`src/logic/rfdi_pkg.sv`:
```
// register map and field constants for the regulator fault and ramp interrupt block
package rfdi_pkg;

   // ------------------------------------------------------------------
   // register bus shape
   // ------------------------------------------------------------------
   localparam int ADDR_W = 8;
   localparam int DATA_W = 8;

   // ------------------------------------------------------------------
   // register offsets
   // ------------------------------------------------------------------
   localparam logic [ADDR_W-1:0] HIGH_SIDE_LIMIT_SENSE_ADDR = 8'h0d;
   localparam logic [ADDR_W-1:0] DVS_DONE_STATUS_ADDR       = 8'h0e;
   localparam logic [ADDR_W-1:0] DVS_DONE_MASK_ADDR         = 8'h0f;
   localparam logic [ADDR_W-1:0] DVS_PROGRESS_SENSE_ADDR    = 8'h10;
   localparam logic [ADDR_W-1:0] LINEAR_FAULT_STATUS_ADDR   = 8'h18;
   localparam logic [ADDR_W-1:0] LINEAR_FAULT_MASK_ADDR     = 8'h19;
   localparam logic [ADDR_W-1:0] LINEAR_FAULT_SENSE_ADDR    = 8'h1a;

   // ------------------------------------------------------------------
   // field layouts
   // ------------------------------------------------------------------
   localparam int NUM_BUCK_RAMP = 2;
   localparam int NUM_LIN       = 3;
   localparam int NUM_HS        = 2;
   localparam int HS_LSB        = 1;

   // bit positions inside the packed field vectors
   localparam int BUCK1_IDX     = 0;
   localparam int BUCK2_IDX     = 1;
   localparam int LIN1_IDX      = 0;
   localparam int LIN2_IDX      = 1;
   localparam int LIN3_IDX      = 2;
   localparam int HS_BUCK2_IDX  = 0;
   localparam int HS_BUCK3_IDX  = 1;

   // ------------------------------------------------------------------
   // reset values
   // ------------------------------------------------------------------
   localparam logic [NUM_BUCK_RAMP-1:0] RAMP_MASK_RST   = 2'h3;
   localparam logic [NUM_LIN-1:0]       LIN_MASK_RST    = 3'h7;
   localparam logic [NUM_BUCK_RAMP-1:0] RAMP_ZERO       = 2'h0;
   localparam logic [NUM_LIN-1:0]       LIN_ZERO        = 3'h0;
   localparam logic [NUM_HS-1:0]        HS_ZERO         = 2'h0;
   localparam logic [DATA_W-1:0]        DATA_ZERO       = 8'h00;

endpackage

```
`src/logic/rfdi_regs.sv`:
```
// interrupt status, mask and sense registers for buck ramps and linear regulator faults
// Operation
// - buck2/3 high-side sense, held per switching cycle
// - ramp end sets buck1/2 done status
// - status sticky, cleared by read or write-one
// - ramp done masks reset set, read-write
// - ramp in-progress sense bits, read-only
// - linear regulator limit entry sets sticky status
// - linear limit masks reset set, read-write
// - linear limit sense follows live fault
// - unmasked set status pulls interrupt low
// - masked status never pulls interrupt low
`timescale 1ns/100ps
module rfdi_regs (
   // clock and reset
   input  wire logic                               clk,
   input  wire logic                               reset_n,
   // register port from the serial interface engine
   input  wire logic [rfdi_pkg::ADDR_W-1:0]        reg_addr,
   input  wire logic [rfdi_pkg::DATA_W-1:0]        reg_wdata,
   input  wire logic                               reg_wr,
   input  wire logic                               reg_rd,
   output logic      [rfdi_pkg::DATA_W-1:0]        reg_rdata,
   // regulator status from the analog side
   input  wire logic                               sw_cycle_tick,
   input  wire logic                               buck2_high_limit_raw,
   input  wire logic                               buck3_high_limit_raw,
   input  wire logic [rfdi_pkg::NUM_BUCK_RAMP-1:0] voltage_ramp_busy,
   input  wire logic [rfdi_pkg::NUM_LIN-1:0]       lin_limit_raw,
   // open-drain interrupt pin toward the host
   output logic                                    irq_out_n_out,
   output logic                                    irq_out_n_oe_n
);
   import rfdi_pkg::*;

   // ------------------------------------------------------------------
   // helpers
   // ------------------------------------------------------------------
   // a field zero-extended to a register byte, so unused bits read zero
   function automatic logic [DATA_W-1:0] pad_ramp(input logic [NUM_BUCK_RAMP-1:0] f);
      pad_ramp = {{(DATA_W-NUM_BUCK_RAMP){1'b0}}, f};
   endfunction

   function automatic logic [DATA_W-1:0] pad_lin(input logic [NUM_LIN-1:0] f);
      pad_lin = {{(DATA_W-NUM_LIN){1'b0}}, f};
   endfunction

   // buck1 high-side bit is owned elsewhere, so the field sits one place up
   function automatic logic [DATA_W-1:0] pad_hs(input logic [NUM_HS-1:0] f);
      pad_hs = {{(DATA_W-NUM_HS-HS_LSB){1'b0}}, f, {HS_LSB{1'b0}}};
   endfunction

   // a read clears the whole bank, a write only the bits written as one
   function automatic logic [DATA_W-1:0] clr_vec(input logic              hit,
                                                 input logic              rd,
                                                 input logic              wr,
                                                 input logic [DATA_W-1:0] d);
      clr_vec = {DATA_W{hit & rd}} | ({DATA_W{hit & wr}} & d);
   endfunction

   // a mask byte takes the written value, or keeps its own
   function automatic logic [DATA_W-1:0] mask_vec(input logic              hit,
                                                  input logic              wr,
                                                  input logic [DATA_W-1:0] d,
                                                  input logic [DATA_W-1:0] cur);
      mask_vec = (hit & wr) ? d : cur;
   endfunction

   // ------------------------------------------------------------------
   // state
   // ------------------------------------------------------------------
   logic [NUM_HS-1:0]        hs_sense_ff;
   logic [NUM_BUCK_RAMP-1:0] ramp_active_ff;
   logic [NUM_BUCK_RAMP-1:0] ramp_done_ff;
   logic [NUM_BUCK_RAMP-1:0] ramp_mask_ff;
   logic [NUM_LIN-1:0]       lin_sense_ff;
   logic [NUM_LIN-1:0]       lin_flag_ff;
   logic [NUM_LIN-1:0]       lin_mask_ff;
   logic [DATA_W-1:0]        rdata_ff;

   logic [NUM_HS-1:0]        nxt_hs_sense;
   logic [NUM_BUCK_RAMP-1:0] nxt_ramp_done;
   logic [NUM_BUCK_RAMP-1:0] nxt_ramp_mask;
   logic [NUM_LIN-1:0]       nxt_lin_flag;
   logic [NUM_LIN-1:0]       nxt_lin_mask;
   logic [DATA_W-1:0]        nxt_rdata;

   // ------------------------------------------------------------------
   // address decode
   // ------------------------------------------------------------------
   wire hit_hs      = (reg_addr == HIGH_SIDE_LIMIT_SENSE_ADDR);
   wire hit_rstat   = (reg_addr == DVS_DONE_STATUS_ADDR);
   wire hit_rmask   = (reg_addr == DVS_DONE_MASK_ADDR);
   wire hit_rsense  = (reg_addr == DVS_PROGRESS_SENSE_ADDR);
   wire hit_lstat   = (reg_addr == LINEAR_FAULT_STATUS_ADDR);
   wire hit_lmask   = (reg_addr == LINEAR_FAULT_MASK_ADDR);
   wire hit_lsense  = (reg_addr == LINEAR_FAULT_SENSE_ADDR);

   // ------------------------------------------------------------------
   // named fields
   // ------------------------------------------------------------------
   wire buck2_high_limit_sense = hs_sense_ff[HS_BUCK2_IDX];
   wire buck3_high_limit_sense = hs_sense_ff[HS_BUCK3_IDX];
   wire buck1_ramp_done_flag   = ramp_done_ff[BUCK1_IDX];
   wire buck2_ramp_done_flag   = ramp_done_ff[BUCK2_IDX];
   wire buck1_ramp_done_mask   = ramp_mask_ff[BUCK1_IDX];
   wire buck2_ramp_done_mask   = ramp_mask_ff[BUCK2_IDX];
   wire buck1_ramp_active      = ramp_active_ff[BUCK1_IDX];
   wire buck2_ramp_active      = ramp_active_ff[BUCK2_IDX];
   wire lin1_limit_flag        = lin_flag_ff[LIN1_IDX];
   wire lin2_limit_flag        = lin_flag_ff[LIN2_IDX];
   wire lin3_limit_flag        = lin_flag_ff[LIN3_IDX];
   wire lin1_limit_mask        = lin_mask_ff[LIN1_IDX];
   wire lin2_limit_mask        = lin_mask_ff[LIN2_IDX];
   wire lin3_limit_mask        = lin_mask_ff[LIN3_IDX];
   wire lin1_limit_sense       = lin_sense_ff[LIN1_IDX];
   wire lin2_limit_sense       = lin_sense_ff[LIN2_IDX];
   wire lin3_limit_sense       = lin_sense_ff[LIN3_IDX];

   // ------------------------------------------------------------------
   // events and clears
   // ------------------------------------------------------------------
   // a ramp is complete on the falling edge of its busy level
   wire [NUM_BUCK_RAMP-1:0] ramp_end  = ramp_active_ff & ~voltage_ramp_busy;
   // entering current limit is the rising edge of the live fault
   wire [NUM_LIN-1:0]       lin_enter = lin_limit_raw & ~lin_sense_ff;

   // ------------------------------------------------------------------
   // clears
   // ------------------------------------------------------------------
   wire [DATA_W-1:0]        ramp_clr_byte = clr_vec(hit_rstat, reg_rd, reg_wr, reg_wdata);
   wire [DATA_W-1:0]        lin_clr_byte  = clr_vec(hit_lstat, reg_rd, reg_wr, reg_wdata);
   wire [NUM_BUCK_RAMP-1:0] ramp_clr      = ramp_clr_byte[NUM_BUCK_RAMP-1:0];
   wire [NUM_LIN-1:0]       lin_clr       = lin_clr_byte[NUM_LIN-1:0];

   // set wins over a clear in the same cycle so no event is lost
   assign nxt_ramp_done = (ramp_done_ff & ~ramp_clr) | ramp_end;
   assign nxt_lin_flag  = (lin_flag_ff & ~lin_clr) | lin_enter;

   wire [DATA_W-1:0] ramp_mask_byte = mask_vec(hit_rmask, reg_wr, reg_wdata,
                                               pad_ramp(ramp_mask_ff));
   wire [DATA_W-1:0] lin_mask_byte  = mask_vec(hit_lmask, reg_wr, reg_wdata,
                                               pad_lin(lin_mask_ff));
   // bits above the field are dropped here, so writes to them are ignored
   assign nxt_ramp_mask = ramp_mask_byte[NUM_BUCK_RAMP-1:0];
   assign nxt_lin_mask  = lin_mask_byte[NUM_LIN-1:0];

   // high-side sense updates only once per switching cycle, so it cannot chatter
   assign nxt_hs_sense  = sw_cycle_tick ?
                          {buck3_high_limit_raw, buck2_high_limit_raw} : hs_sense_ff;

   // ------------------------------------------------------------------
   // read mux; unused bits and unmapped addresses read zero
   // ------------------------------------------------------------------
   wire [DATA_W-1:0] rd_hs     = pad_hs({buck3_high_limit_sense, buck2_high_limit_sense});
   wire [DATA_W-1:0] rd_rstat  = pad_ramp({buck2_ramp_done_flag, buck1_ramp_done_flag});
   wire [DATA_W-1:0] rd_rmask  = pad_ramp({buck2_ramp_done_mask, buck1_ramp_done_mask});
   wire [DATA_W-1:0] rd_rsense = pad_ramp({buck2_ramp_active, buck1_ramp_active});
   wire [DATA_W-1:0] rd_lstat  =
      pad_lin({lin3_limit_flag, lin2_limit_flag, lin1_limit_flag});
   wire [DATA_W-1:0] rd_lmask  =
      pad_lin({lin3_limit_mask, lin2_limit_mask, lin1_limit_mask});
   wire [DATA_W-1:0] rd_lsense =
      pad_lin({lin3_limit_sense, lin2_limit_sense, lin1_limit_sense});

   wire [DATA_W-1:0] rd_sel =
      ({DATA_W{hit_hs}}     & rd_hs)     |
      ({DATA_W{hit_rstat}}  & rd_rstat)  |
      ({DATA_W{hit_rmask}}  & rd_rmask)  |
      ({DATA_W{hit_rsense}} & rd_rsense) |
      ({DATA_W{hit_lstat}}  & rd_lstat)  |
      ({DATA_W{hit_lmask}}  & rd_lmask)  |
      ({DATA_W{hit_lsense}} & rd_lsense);

   // status value captured before the read clears it
   assign nxt_rdata = reg_rd ? rd_sel : rdata_ff;

   // ------------------------------------------------------------------
   // interrupt pin
   // ------------------------------------------------------------------
   // one pending term per source keeps the mask pairing obvious
   wire buck1_ramp_irq = buck1_ramp_done_flag & ~buck1_ramp_done_mask;
   wire buck2_ramp_irq = buck2_ramp_done_flag & ~buck2_ramp_done_mask;
   wire lin1_limit_irq = lin1_limit_flag & ~lin1_limit_mask;
   wire lin2_limit_irq = lin2_limit_flag & ~lin2_limit_mask;
   wire lin3_limit_irq = lin3_limit_flag & ~lin3_limit_mask;

   // ------------------------------------------------------------------
   // bank merge
   // ------------------------------------------------------------------
   wire ramp_bank_irq  = buck1_ramp_irq | buck2_ramp_irq;
   wire lin_bank_irq   = lin1_limit_irq | lin2_limit_irq | lin3_limit_irq;
   // other banks of the device are merged outside this block
   wire irq_pend       = ramp_bank_irq | lin_bank_irq;

   assign irq_out_n_out  = 1'b0;
   assign irq_out_n_oe_n = ~irq_pend;
   assign reg_rdata      = rdata_ff;

   // ------------------------------------------------------------------
   // sense registers
   // ------------------------------------------------------------------
   // high-side sense holds between switching ticks
   always_ff @(posedge clk) begin
      if (!reset_n) begin
         hs_sense_ff <= HS_ZERO;
      end else begin
         hs_sense_ff <= nxt_hs_sense;
      end
   end

   // the delayed copy is also the edge reference for ramp end
   always_ff @(posedge clk) begin
      if (!reset_n) begin
         ramp_active_ff <= RAMP_ZERO;
      end else begin
         ramp_active_ff <= voltage_ramp_busy;
      end
   end

   // the delayed copy is also the edge reference for limit entry
   always_ff @(posedge clk) begin
      if (!reset_n) begin
         lin_sense_ff <= LIN_ZERO;
      end else begin
         lin_sense_ff <= lin_limit_raw;
      end
   end

   // ------------------------------------------------------------------
   // sticky status
   // ------------------------------------------------------------------
   always_ff @(posedge clk) begin
      if (!reset_n) begin
         ramp_done_ff <= RAMP_ZERO;
      end else begin
         ramp_done_ff <= nxt_ramp_done;
      end
   end

   always_ff @(posedge clk) begin
      if (!reset_n) begin
         lin_flag_ff <= LIN_ZERO;
      end else begin
         lin_flag_ff <= nxt_lin_flag;
      end
   end

   // ------------------------------------------------------------------
   // masks
   // ------------------------------------------------------------------
   // masked after reset so nothing fires before software is ready
   always_ff @(posedge clk) begin
      if (!reset_n) begin
         ramp_mask_ff <= RAMP_MASK_RST;
      end else begin
         ramp_mask_ff <= nxt_ramp_mask;
      end
   end

   always_ff @(posedge clk) begin
      if (!reset_n) begin
         lin_mask_ff <= LIN_MASK_RST;
      end else begin
         lin_mask_ff <= nxt_lin_mask;
      end
   end

   // ------------------------------------------------------------------
   // read data
   // ------------------------------------------------------------------
   // holds the pre-clear value until the next read strobe
   always_ff @(posedge clk) begin
      if (!reset_n) begin
         rdata_ff <= DATA_ZERO;
      end else begin
         rdata_ff <= nxt_rdata;
      end
   end

endmodule

```
`config.mk`:
```
export PLATFORM = sky130hd
export DESIGN_NAME = rfdi_regs
export DESIGN_NICKNAME = d
export VERILOG_FILES = /design/src/logic/rfdi_pkg.sv /design/src/logic/rfdi_regs.sv
export SDC_FILE = /design/constraint.sdc
export NUM_CORES = 1
export LEC_CHECK = 0
export BUFFER_PORTS_ARGS = -buffer_cell sky130_fd_sc_hd__buf_2
export CORE_UTILIZATION = 53
export CTS_BUF_LIST = sky130_fd_sc_hd__clkbuf_8
export DETAILED_ROUTE_END_ITERATION = 12
export GPL_ROUTABILITY_DRIVEN = 1
export GPL_TIMING_DRIVEN = 0
export PLACE_DENSITY = 0.84
export SLEW_MARGIN = 20
export SYNTH_ARGS = -nofsm -noshare
export SYNTH_HDL_FRONTEND = slang
export SYNTH_SLANG_ARGS = --single-unit
```
`constraint.sdc`:
```
create_clock -name clk -period 5.3 [get_ports clk]
set_clock_uncertainty 0.2 [all_clocks]
set_input_delay 1.06 -clock clk [delete_from_list [all_inputs] [get_ports clk]]
set_output_delay 1.06 -clock clk [all_outputs]
set_load 0.02 [all_outputs]
```
# --- Word level (Yosys, flattened, before mapping) ---
# Index checks and enable logic that the tools add are counted.
# Widths: inputs -> output; s select.
word_totals:
  regBits: 25
  latchBits: 0
  mem_bits_rw: 0
  romBits: 0
  input_bits: 28
  out_inout_bits: 10
  elab_cells: 63
  n_memories: 0
classes:
  addsub: 0
  mul: 0
  div_mod_pow: 0
  n_lt_le_gt_ge: 0
  n_eq_ne: 7
  shift: 0
  muxes: 0
  bitwise_logic: 48
  reduce_logical: 0
op_table:
  columns: ["cell", "count"]
  rows:
  - ["$or 8x8->8", 6]
  - ["$and 8x3->8", 4]
  - ["$eq 8x5->1 const B", 4]
  - ["$and 8x2->8", 3]
  - ["$eq 8x4->1 const B", 3]
  - ["$and 1x1->1", 11]
  - ["$and 3x3->3", 3]
  - ["$and 2x2->2", 3]
  - ["$not 1->1", 6]
  - ["$not 3->3", 2]
  - ["$or 3x3->3", 2]
  - ["$not 2->2", 2]
  - ["$or 1x1->1", 4]
  - ["$or 2x2->2", 2]

# --- Longest topological paths before layout ---
# Gate-level depths: netlist of run 1.
depth:
  depth_word: 8
  mapped_depth: 5
  ltp_nobuf: 4

# --- Worst setup path before layout of run 1 ---
# No wires, ideal clock.
synth_path:
  path_kind: "input to register"
  startpoint: "input reg_addr[5] (netlist name)"
  endpoint: "register lin_flag_ff[1]"
  setup_time_ns: 0.118
  arrival_ns: 2.279
  required_time_ns: 4.982
  slack_ns: 2.703
  stages: 5
  path_buffers: 1
  path_cell_list: "or3_1 > buf_6 > or4_4 > o21ai_1 > a21boi_1"
synth_via:
  elab_chain_len: 7
  elab_cells_between_ends: 8
  classes_between: "eq/ne: 1; bitwise: 7"
synth_rtl:
  columns: ["item", "line", "rtl"]
  rows:
  - ["start: declaration", "rfdi_regs.sv:19", "input wire logic [rfdi_pkg::ADDR_W-1:0] reg_addr,"]
  - ["$eq 8x5->1 *", "rfdi_regs.sv:95", "wire hit_lstat = (reg_addr == LINEAR_FAULT_STATUS_ADDR);"]
  - ["$and 1x1->1", "rfdi_regs.sv:58", "clr_vec = {DATA_W{hit & rd}} | ({DATA_W{hit & wr}} & d);"]
  - ["$and 3x3->3", "rfdi_regs.sv:58", null]
  - ["$or 3x3->3 *", "rfdi_regs.sv:58", null]
  - ["$not 3->3 *", "rfdi_regs.sv:138", "assign nxt_lin_flag = (lin_flag_ff & ~lin_clr) | lin_enter;"]
  - ["$and 3x3->3 *", "rfdi_regs.sv:138", null]
  - ["$or 3x3->3 *", "rfdi_regs.sv:138", null]
  - ["end signal: assignment", "rfdi_regs.sv:245", "lin_flag_ff <= nxt_lin_flag;"]
  - ["end: declaration", "rfdi_regs.sv:77", "logic [NUM_LIN-1:0] lin_flag_ff;"]
# Every way passes the cells marked *; elsewhere a longest branch is shown, timed or not.
# A chain may end at the register's enable or synchronous reset.

# --- Final worst setup path of run 1 ---
# Same ends and word-level chain as after synthesis.

==> metrics.md, run 1 <==
| Metric | Value |
|---|---|
| Status | `finished clean` |
| Clock transition at path regs | `approximately 0.07 ns` |
| CTS tree | `done` |
| Syn-to-layout area delta | `18.9%` |
| Pwr dens | `between 200 and 250 nW/um^2` |
| Ys Warns | `0` |
| CP Cell Sequence | `buf_2 -> or3_1 -> buf_6 -> or4_4 -> o21ai_1 -> a21boi_1` |
| Final GP Congestion | `roughly 0.9` |
| Placeable Area | `between 1500 and 2000 um^2` |
| Worst path max stage delay | `between 0.5 and 0.6 ns` |
| Post-synthesis cell type count | `36` |
| Ant diodes | `0` |
| Yosys reg bits | `20` |
| Area occupied by registers | `roughly 400 um^2` |
| Vias in the first global route | `~920` |
| Port Buffers | `22` |
| Post-synthesis sequential area ratio | `between 30% and 40%` |
| DPL Wire Length | `1790 um` |
| CTS Sinks | `20` |
| Clock Path Buffers | `2` |
| Most frequent cells in the layout | `22 x buf_2, 20 x dfxtp_1, 8 x nand2b_1, 8 x mux2i_1, 8 x o21ai_0` |
| Initial antenna violation count | `0` |
| I/O pin total | `38` |
| Simple-gate share of the synthesized area | `around a quarter` |
| Cell area after synthesis | `1060 um^2` |
| Compound-Gate Fraction of Synth Area | `about a fifth` |
| Layout cells sized above 1 | `23.9%` |
| Grt ovf | `0` |
| Async SR Flop Fraction | `0%` |
| CP max FO | `7` |
| Post-CTS sizing | `0` |
| Critical path's top delay family | `simple AND/OR/NAND/NOR gates` |
| WS Path Type | `primary input to flop` |
| First-pass GRT wire length | `3850 um` |
| Mux share of post-synthesis cell area | `under 10%` |
| Finished Layout Cells | `between 150 and 200` |
| ANT nets after route | `0` |
| H-tree Lvls | `1` |
| Post-synthesis xor/xnor area fraction | `0%` |
| Commonest non-fill, non-tap cell in the layout | `buf_2` |
| 1st-pass router iterations | `4` |
| CP endpoint kind | `flop` |
| Final setup violating endpoints | `0` |
| All-Layer GR Usage | `25.0%` |
| # hold bufs at CTS | `0` |
| Inserted Clock Buffers | `3` |
| Die Height | `46.8 um` |
| Post-synth EDFFs | `0` |
| Unrepaired setup endpoints after global routing | `no` |
| Max IR drop VDD | `0.000196 V` |
| Vias | `slightly below 1000` |
| Pin count of the biggest net entering global routing | `11` |
| Clock root buffer | `clkbuf_8` |
| DRC | `0` |
| Worst EP required | `~5.3 ns` |
| Largest family of logic cells by synthesized area | `simple AND/OR/NAND/NOR gates` |
| Die Span X | `around 47 um` |
| # nets final | `185` |
| DRT Wirelength | `between 2000 and 2500 um` |
| Buf/Inv on CP | `2` |
| Ratio of final minimum period to clock period | `47.8%` |
| CP arrival | `2.48 ns` |
| Clk Latency, worst-skew pair | `0.26 ns` |
| Initial core utilization | `between 50 and 60%` |
| HP Class | `flop to flop` |
| Instance count of the mapped netlist | `roughly 130` |
| Minimum clock period after layout | `between 2 and 3 ns` |
| Rows | `15` |
| Avg Inst Size Synth | `between 8 and 9 um^2` |
| Filler cells | `between 150 and 200` |
| Fmax | `between 300 and 400 MHz` |
| P_leak | `between 0.5 and 0.6 nW` |
| Placed instance count | `about 180` |
| Vias/cell | `5.46` |
| Post-CTS setup buffers | `0` |
| Post-Synth Adder-Cell Area | `0%` |
| Final hold vios | `0` |
| Final slew viol count | `0` |
| Critical path's slowest cell | `or4_4` |
| 1st-iter DRT viols | `36` |
| WL/cell | `~13 um` |
| Die footprint | `2190 um^2` |
| Dominant synthesized flop cell | `dfxtp_1` |
| MaxCap Viol Count | `0` |
| Startpoint types | `primary input` |
| WHS | `roughly 0.27 ns` |
| Multi-input logic area | `578 um^2` |
| Fin Setup TNS | `0 ns` |
report_power, final:
part,internal (mW),total (mW),switching [mW]
registers,0.157,0.161,0.00366
logic,0.0215,0.0488,0.0273
clock network,0.0506,0.0977,0.0471
per-layer routing:
layer | vias to the layer above | wire [um] | share of wire (%) | track usage (%)
met5 | - | 0 | 0 | 0
met2 | 37 | 1110 | 47 | 40.8
met3 | 5 | 136 | 5.8 | 2.31
met1 | 452 | 1060 | 45 | 32.3
met4 | 0 | 42 | 1.8 | 13.7
li1 | 489 | - | - | -
cells by family after synthesis:
kind of cell           Yosys count
AO/OA/AOI/OAI                   34
buffers and inverters           19
multiplexers                     8
AND/OR/NAND/NOR                 43
other                            1
flip-flops                      20
cells in the mapped netlist, types with 2 or more instances:
cell type	instances	area (um^2)
a21boi_1	5	37.5
and2_1	5	31.3
buf_4	7	52.6
o22ai_1	2	12.5
o21ai_0	8	40.0
dfxtp_1	20	400
clkbuf_1	5	18.8
inv_1	6	22.5
nand3_1	3	15.0
nor2_1	5	18.8
a21oi_1	3	15.0
o21ai_1	5	25.0
mux2i_1	8	80.1
o31ai_1	2	15.0
nor2b_1	3	18.8
nand2_1	6	22.5
nor3_1	4	20.0
nand2b_1	8	50.1
a31oi_1	3	18.8
final cells by class:
type | instances | area share, %
multi-input combinational | 91 | 45.7
sequential | 20 | 31.6
timing repair buffer | 22 | 8.70
buffer | 13 | 6.52
clock buffer | 3 | 3.26
tap | 25 | 2.47
inverter | 6 | 1.78
flip-flops by register name, summed over array words and instances, names as in the netlist:
signal / flops
ramp_active_ff: 2
hs_sense_ff: 2
lin_mask_ff: 3
ramp_done_ff: 2
lin_flag_ff: 3
ramp_mask_ff: 2
reg_rdata: 3
lin_sense_ff: 3
worst reg2reg max path, stage by stage, from the launching register on:
cell and delay (ns):
dfxtp_1 0.36, mux2i_1 0.09, o21ai_0 0.18, a32oi_1 0.12
a31oi_1 0.20
final timing paths:
kind / from / slack, ns / end / cells past startpoint
hold reg to reg: ramp_active_ff[0]$_SDFF_PN0_ / 0.27 / ramp_done_ff[0]$_SDFF_PN0_ / 2
setup reg to reg: ramp_mask_ff[1]$_SDFFE_PN1P_ / 4.08 / reg_rdata[1]$_SDFFE_PN0P_ / 4
setup / recovery: reg_addr[5] / 2.77 / lin_flag_ff[1]$_SDFF_PN0_ / 6
hold / removal: ramp_active_ff[0]$_SDFF_PN0_ / 0.27 / ramp_done_ff[0]$_SDFF_PN0_ / 2
stage by stage:
step | cell area (um^2) | utilization, % | total power, mW | worst slack (ns)
floorplan | 1080 | - | 0.196 | 2.70
global placement | 1220 | 68.0 | 0.211 | 2.54
detailed placement | 1220 | 68.0 | 0.212 | 2.52
CTS | 1270 | 70.3 | 0.308 | 2.79
global route | 1270 | 70.3 | 0.320 | 2.74
finish | 1270 | 70.3 | 0.307 | 2.77
Note: power is estimated with default switching activity, not from simulation.
==> run 2: changes to the inputs <==
- CORE_UTILIZATION: 53 -> 51
- PLACE_DENSITY: 0.84 -> 0.82
- clock period: 5.3 -> 2.6 ns (I/O delays scaled with it)
==> run 2 against run 1 <==
Effect of this change:
- sequential share of layout area shrank 0.40 points
- register-to-register slack lost 2.7 ns
- final area grew 1.3%
- combinational power grew 100%
- largest power group unchanged
- via count grew 1.3%
- flip-flop and latch count is the same
- count of clock-buffer cells in the layout grew 1
==> metrics.md, run 2 (synthesis gave the netlist of run 1 again) <==
| Metric | Value |
|---|---|
| Initial antenna violation count | `0 (unchanged)` |
| Pin count of the biggest net entering global routing | `12 (+1)` |
| Clock Path Buffers | `2 (unchanged)` |
| Final setup violating endpoints | `0 (unchanged)` |
| Ant diodes | `0 (unchanged)` |
| End-of-flow core utilization | `65.4% (-4.9 points)` |
| Final GP Congestion | `0.909 (+0.25%)` |
| All-Layer GR Usage | `23.6% (-1.4 points)` |
| Die Height | `47.7 um (+1.9%)` |
| Die footprint | `2270 um^2 (+3.8%)` |
| 1st-pass router iterations | `4 (unchanged)` |
| ANT nets after route | `0 (unchanged)` |
| Final setup margin | `0.638 ns (-2.13 ns)` |
| MaxCap Viol Count | `0 (unchanged)` |
| Grt ovf | `0 (unchanged)` |
| Placed instance count | `179 (+1.1%)` |
| DRC | `0 (unchanged)` |
| CP arrival | `1.91 ns (-0.57 ns)` |
| Max IR drop VDD | `0.000331 V (+69%)` |
| CTS tree | `done` |
| Final hold vios | `0 (unchanged)` |
| Final slew viol count | `0 (unchanged)` |
| H-tree Lvls | `1 (unchanged)` |
| Status | `finished clean` |
| Vias | `996 (+1.3%)` |
| Clock root buffer | `clkbuf_8` |
| P_leak | `0.537 nW (+1.4%)` |
| Clock transition at path regs | `0.07 ns (about the same)` |
| Minimum clock period after layout | `just under 2 ns` |
| Unrepaired setup endpoints after global routing | `no` |
| Power Total | `662 uW (+120%)` |
| Finished Cell Area | `1280 um^2 (+1.3%)` |
| DPL Wire Length | `1760 um (-1.7%)` |
| DRT Wirelength | `2320 um (-1.5%)` |
| Inserted Clock Buffers | `3 (unchanged)` |
| Worst EP required | `2.55 ns (-2.70 ns)` |
| WL/cell | `12.7 um (-3.1%)` |
| CP endpoint kind | `flop` |
| First-pass GRT wire length | `3690 um (-4.1%)` |
| Startpoint types | `primary input` |
| 1st-iter DRT viols | `29 (-19%)` |
| Vias in the first global route | `890 (-3.7%)` |
| Rows | `16 (+1)` |
| Port Buffers | `22 (unchanged)` |
| Most frequent cells in the layout | `22 x buf_2, 20 x dfxtp_1, 8 x nand2b_1, 8 x mux2i_1, 8 x o21ai_0` |
| Vias/cell | `5.44 (-0.34%)` |
| Placeable Area | `1960 um^2 (+8.9%)` |
| Syn-to-layout area delta | `20.4%` |
| WHS | `0.272 ns (+0.000973 ns)` |
| Post-CTS setup buffers | `0 (unchanged)` |
| Die Span X | `47.7 um (+1.9%)` |
| CP max FO | `7 (unchanged)` |
| Pwr dens | `517 nW/um^2 (+110%)` |
| Multi-input logic area | `578 um^2 (unchanged)` |
| # hold bufs at CTS | `0 (unchanged)` |
| CTS Sinks | `20 (unchanged)` |
| WS Path Type | `primary input to flop` |
| # nets final | `185 (unchanged)` |
| Initial core utilization | `54.3% (-4.8 points)` |
| Finished Layout Cells | `183 (+1.7%)` |
| Fin Setup TNS | `0 ns (unchanged)` |
| Layout cells sized above 1 | `24.4% (+0.49 points)` |
| Filler cells | `183 (+12%)` |
| Fmax | `between 500 and 600 MHz` |
| Commonest non-fill, non-tap cell in the layout | `buf_2` |
| Ratio of final minimum period to clock period | `between 70 and 80%` |
| Area occupied by registers | `400 um^2 (unchanged)` |
| Clk Latency, worst-skew pair | `0.26 ns (about the same)` |
| Post-CTS sizing | `0 (unchanged)` |
| I/O pin total | `38 (unchanged)` |
| HP Class | `flop to flop` |
| Post-place instance area | `1230 um^2 (+0.20%)` |
| Setup WS pre-CTS | `0.366 ns (-2.15 ns)` |
==> run 2: cell types whose count changed in the layout (fill, tap and decap cells not counted) <==
| cell | before | now |
|---|---|---|
| clkbuf_8 | 3 | 4 |
==> run 2: power breakdown <==
group	switching [mW]	total [mW]	internal (mW)	leakage (nW)
sequential	0.00759	0.328	0.320	0.165
clock	0.101	0.236	0.135	0.0288
combinational	0.0555	0.0994	0.0438	0.343
total	0.164	0.662	0.499	0.537
==> run 2: metal layers <==
| layer | part of all wire [%] | global-route usage (%) | up-vias | wire length (um) |
|---|---|---|---|---|
| li1 | - | - | 487 | - |
| met1 | 42 | 30.0 | 458 | 970 |
| met2 | 50 | 38.4 | 46 | 1160 |
| met3 | 6.6 | 4.53 | 5 | 152 |
| met4 | 1.3 | 11.1 | 0 | 31 |
| met5 | 0 | 0 | - | 0 |
==> run 2: layout make-up <==
type | instances | share of cell area [%]
multi-input combinational | 91 | 45.1
sequential | 20 | 31.2
timing repair buffer | 22 | 8.59
buffer | 13 | 6.44
clock buffer | 4 | 4.29
tap | 27 | 2.63
inverter | 6 | 1.76
==> run 2: worst paths after layout <==
path	start	endpoint	slack (ns)	depth (start not counted)
worst min register to register	ramp_active_ff[0]$_SDFF_PN0_	ramp_done_ff[0]$_SDFF_PN0_	0.27	2
worst max register to register	ramp_mask_ff[1]$_SDFFE_PN1P_	reg_rdata[1]$_SDFFE_PN0P_	1.39	4
worst max-delay path	reg_addr[5]	lin_flag_ff[0]$_SDFF_PN0_	0.64	6
worst min-delay path	ramp_active_ff[0]$_SDFF_PN0_	ramp_done_ff[0]$_SDFF_PN0_	0.27	2
==> run 2: worst max-delay path: stages <==
cell and delay, ns:
buf_2 0.10, or3_1 0.37, buf_6 0.15, or4_4 0.55
o21ai_1 0.14, a21boi_1 0.08
==> run 3: changes to the inputs <==
- ABC_AREA: default -> 1
- CORE_UTILIZATION: 51 -> 46
- PLACE_DENSITY: 0.82 -> 0.77
- clock period: 2.6 -> 1.58 ns (I/O delays scaled with it)
==> run 3 against run 2 <==
Effect of this change:
- largest cell class unchanged
- critical path type is now flop to output pin
- the run now ends with setup timing left
- highest routed layer unchanged
- die area rose by 14%
- flip-flop and latch count is the same
- setup slack got worse by 0.69 ns
- critical endpoint is now irq_out_n_oe_n
- utilization shrank 3.0 points
- count of clock-buffer cells in the layout shrank 1
- clock power up 120%
- synthesized cell count increased by 34%
- non-clock buffer count is 2 higher
==> metrics.md, run 3 <==
| Metric | Value |
|---|---|
| Status | `finished, violations left` |
| Failing checks | `setup timing` |
| CTS tree | `done` |
| Ratio of final minimum period to clock period | `103%` |
| Max IR drop VDD | `0.000755 V (+130%)` |
| WHS Endpoint | `ramp_active_ff[1]$_SDFF_PN0_` |
| Clock Path Buffers | `2 (unchanged)` |
| Flop-to-flop setup slack | `0.50 ns (-0.89 ns)` |
| Rows | `17 (+1)` |
| Syn-to-layout area delta | `27.1%` |
| First-pass GRT wire length | `4240 um (+15%)` |
| Leading area contributor after synthesis | `dfxtp_1` |
| CP arrival | `1.11 ns (-0.80 ns)` |
| DPL Wire Length | `2010 um (+14%)` |
| Final hold vios | `0 (unchanged)` |
| Die Span X | `50.8 um (+6.6%)` |
| Placeable Area | `2230 um^2 (+14%)` |
| Final slew viol count | `0 (unchanged)` |
| DRC | `0 (unchanged)` |
| Final setup violating endpoints | `1 (+1)` |
| Clk Latency, worst-skew pair | `0.26 ns (about the same)` |
| CTS Sinks | `20 (unchanged)` |
| Most frequent cells in the layout | `40 x nand2_1, 26 x nand3_1, 25 x buf_2` |
| Ys Warns | `0 (unchanged)` |
| Post-synth EDFFs | `0 (unchanged)` |
| Post-place instance area | `1270 um^2 (+3.9%)` |
| Post-synthesis sequential area ratio | `36.5% (-1.1 points)` |
| Simple-gate share of the synthesized area | `41.7% (+17 points)` |
| Commonest non-fill, non-tap cell in the layout | `nand2_1` |
| Final setup margin | `-0.0508 ns (-0.688 ns)` |
| Vias/cell | `4.97 (-8.6%)` |
| Clock root buffer | `clkbuf_8` |
| Worst EP required | `1.06 ns (-1.49 ns)` |
| H-tree Lvls | `1 (unchanged)` |
| # hold bufs at CTS | `0 (unchanged)` |
| Layout cells sized above 1 | `32.4% (+8.0 points)` |
| Mux share of post-synthesis cell area | `0% (-7.5 points)` |
| Final GP Congestion | `0.917 (+0.91%)` |
| Top cells by count, synth | `40 x nand2_1, 26 x nand3_1, 25 x inv_1` |
| Port Buffers | `25 (+14%)` |
| Initial antenna violation count | `0 (unchanged)` |
| HP Class | `primary input to flop` |
| Crit Reg-Reg Startpoint | `lin_flag_ff[2]$_SDFF_PN0_` |
| Cell area after synthesis | `1100 um^2 (+2.9%)` |
| CP max FO | `3 (-4)` |
| All-Layer GR Usage | `22.2% (-1.4 points)` |
| WS Path Type | `flop to output pin` |
| Fmax | `around 600 MHz` |
| Clock transition at path regs | `0.08 ns (about the same)` |
| I/O pin total | `38 (unchanged)` |
| Post-synthesis cell type count | `22 (-39%)` |
| 1st-pass router iterations | `4 (unchanged)` |
| Vias | `1154 (+16%)` |
| Fin Setup TNS | `-0.0508 ns (-0.0508 ns)` |
| Instance count of the mapped netlist | `167 (+34%)` |
| Worst reg2reg path depth | `5 (+1)` |
| Die Height | `50.8 um (+6.6%)` |
| 1st-iter DRT viols | `29 (unchanged)` |
| Main area contributors after synthesis | `dfxtp_1 37%, nand2_1 14%, nand3_1 12%` |
| Cell with the most instances after synthesis | `nand2_1` |
| Compound-Gate Fraction of Synth Area | `6.62% (-13 points)` |
| ANT nets after route | `0 (unchanged)` |
| Minimum clock period after layout | `approximately 1.6 ns` |
| Post-Synth Adder-Cell Area | `0% (unchanged)` |
| Die footprint | `2580 um^2 (+14%)` |
| WHS | `0.0421 ns (-0.229 ns)` |
| Avg Inst Size Synth | `6.56 um^2 (-23%)` |
| # nets final | `233 (+26%)` |
| CP endpoint kind | `output pin` |
| WL/cell | `11.3 um (-11%)` |
| Unrepaired setup endpoints after global routing | `yes` |
| Pin count of the biggest net entering global routing | `13 (+1)` |
| Worst Hold Launch | `voltage_ramp_busy[1]` |
| Initial core utilization | `49.1% (-5.2 points)` |
| Inserted Clock Buffers | `3 (unchanged)` |
| Post-synth top area share | `36.5% (-1.1 points)` |
| Ant diodes | `0 (unchanged)` |
| Dominant synthesized flop cell | `dfxtp_1` |
| MaxCap Viol Count | `0 (unchanged)` |
| Post-synthesis xor/xnor area fraction | `0% (unchanged)` |
| Pwr dens | `877 nW/um^2 (+70%)` |
| Vias in the first global route | `1046 (+18%)` |
| Async SR Flop Fraction | `0% (unchanged)` |
| DRT Wirelength | `2620 um (+13%)` |
| Largest family of logic cells by synthesized area | `simple AND/OR/NAND/NOR gates` |
| P_leak | `0.738 nW (+38%)` |
| Yosys reg bits | `20 (unchanged)` |
| Worst Hold Depth | `3 (+1)` |
| Startpoint types | `flop` |
| Grt ovf | `0 (unchanged)` |
| R2r endpoint | `reg_rdata[2]$_SDFFE_PN0P_` |
| Finished Cell Area | `1390 um^2 (+8.6%)` |
| End-of-flow core utilization | `62.4% (-3.0 points)` |
-- run 3: cell types whose count changed in the layout (fill, tap and decap cells not counted), moves of 8 or more --
cell | previous run | this run
mux2i_1 | 8 | 0
dfxtp_1 | 20 | 12
nand2_1 | 6 | 40
nand3_1 | 3 | 26
nor2_1 | 5 | 15
inv_1 | 6 | 22
dfxtp_2 | 0 | 8
nand2b_1 | 8 | 0
-- run 3: area by class of cell --
class | count | area (um^2)
clock inverter | 1 | 30.0
tap | 28 | 35.0
multi-input combinational | 117 | 563
fill | 210 | 841
clock buffer | 3 | 41.3
timing repair buffer | 28 | 150
buffer | 9 | 65.1
sequential | 20 | 410
inverter | 26 | 97.6
-- run 3: cells by family (layout without fill, tap and decap cells) --
kind of cell           count (synthesis)  after routing
AOI/OAI and AO/OA                     13             13
DFF                                   20             20
other                                  1              6
and+or+nand+nor                       98             98
buffers and inverters                 35             67
-- run 3: repair_timing --
item | in CTS | in global routing
cloned | 0 | 0
resized for setup | 8 | 6
setup buffers | 3 | 0
pin swaps | 1 | 1
endpoints found under the setup margin | 1 | 1
-- run 3: power breakdown --
group,switching (mW),internal [mW]
registers,0.0152,0.530
logic,0.0975,0.0663
clock network,0.173,0.338
total,0.286,0.935
-- run 3: per-stage QoR --
stage | total power, mW | instances | worst slack, ns
2_1_floorplan | 0.649 | 172 | 0.0770
3_3_place_gp | 0.701 | 225 | 0.104
3_5_place_dp | 0.707 | 225 | 0.0697
4_1_cts | 1.22 | 232 | -0.0535
5_1_grt | 1.27 | 232 | -0.118
6_report | 1.22 | 232 | -0.0508
-- run 3: per-layer routing --
| layer | GRT usage (%) | share of wire, % | wire, um |
|---|---|---|---|
| met5 | 0 | 0 | 0 |
| met4 | 9.26 | 2.0 | 53 |
| met3 | 4.76 | 6.1 | 160 |
| met2 | 40.2 | 49 | 1280 |
| met1 | 24.8 | 43 | 1120 |
-- run 3: worst max-delay path by stage --
| stage | cells past startpoint | slack, ns | startpoint | endpoint |
|---|---|---|---|---|
| after CTS | 4 | -0.05 | lin_flag_ff[0]$_SDFF_PN0_ | irq_out_n_oe_n |
| after global routing | 4 | -0.12 | lin_flag_ff[2]$_SDFF_PN0_ | irq_out_n_oe_n |
| after floorplan | 2 | 0.08 | lin_mask_ff[1]$_SDFFE_PN1P_ | irq_out_n_oe_n |
| after global placement | 9 | 0.10 | reg_addr[2] | lin_flag_ff[2]$_SDFF_PN0_ |
| after detailed placement | 9 | 0.07 | reg_addr[2] | lin_flag_ff[1]$_SDFF_PN0_ |
| final | 3 | -0.05 | lin_mask_ff[1]$_SDFFE_PN1P_ | irq_out_n_oe_n |
-- run 3: worst max-delay path, stage by stage (launching register included) --
cell and delay, ns:
dfxtp_2 0.37, o22ai_2 0.10, a211oi_2 0.22, buf_4 0.17
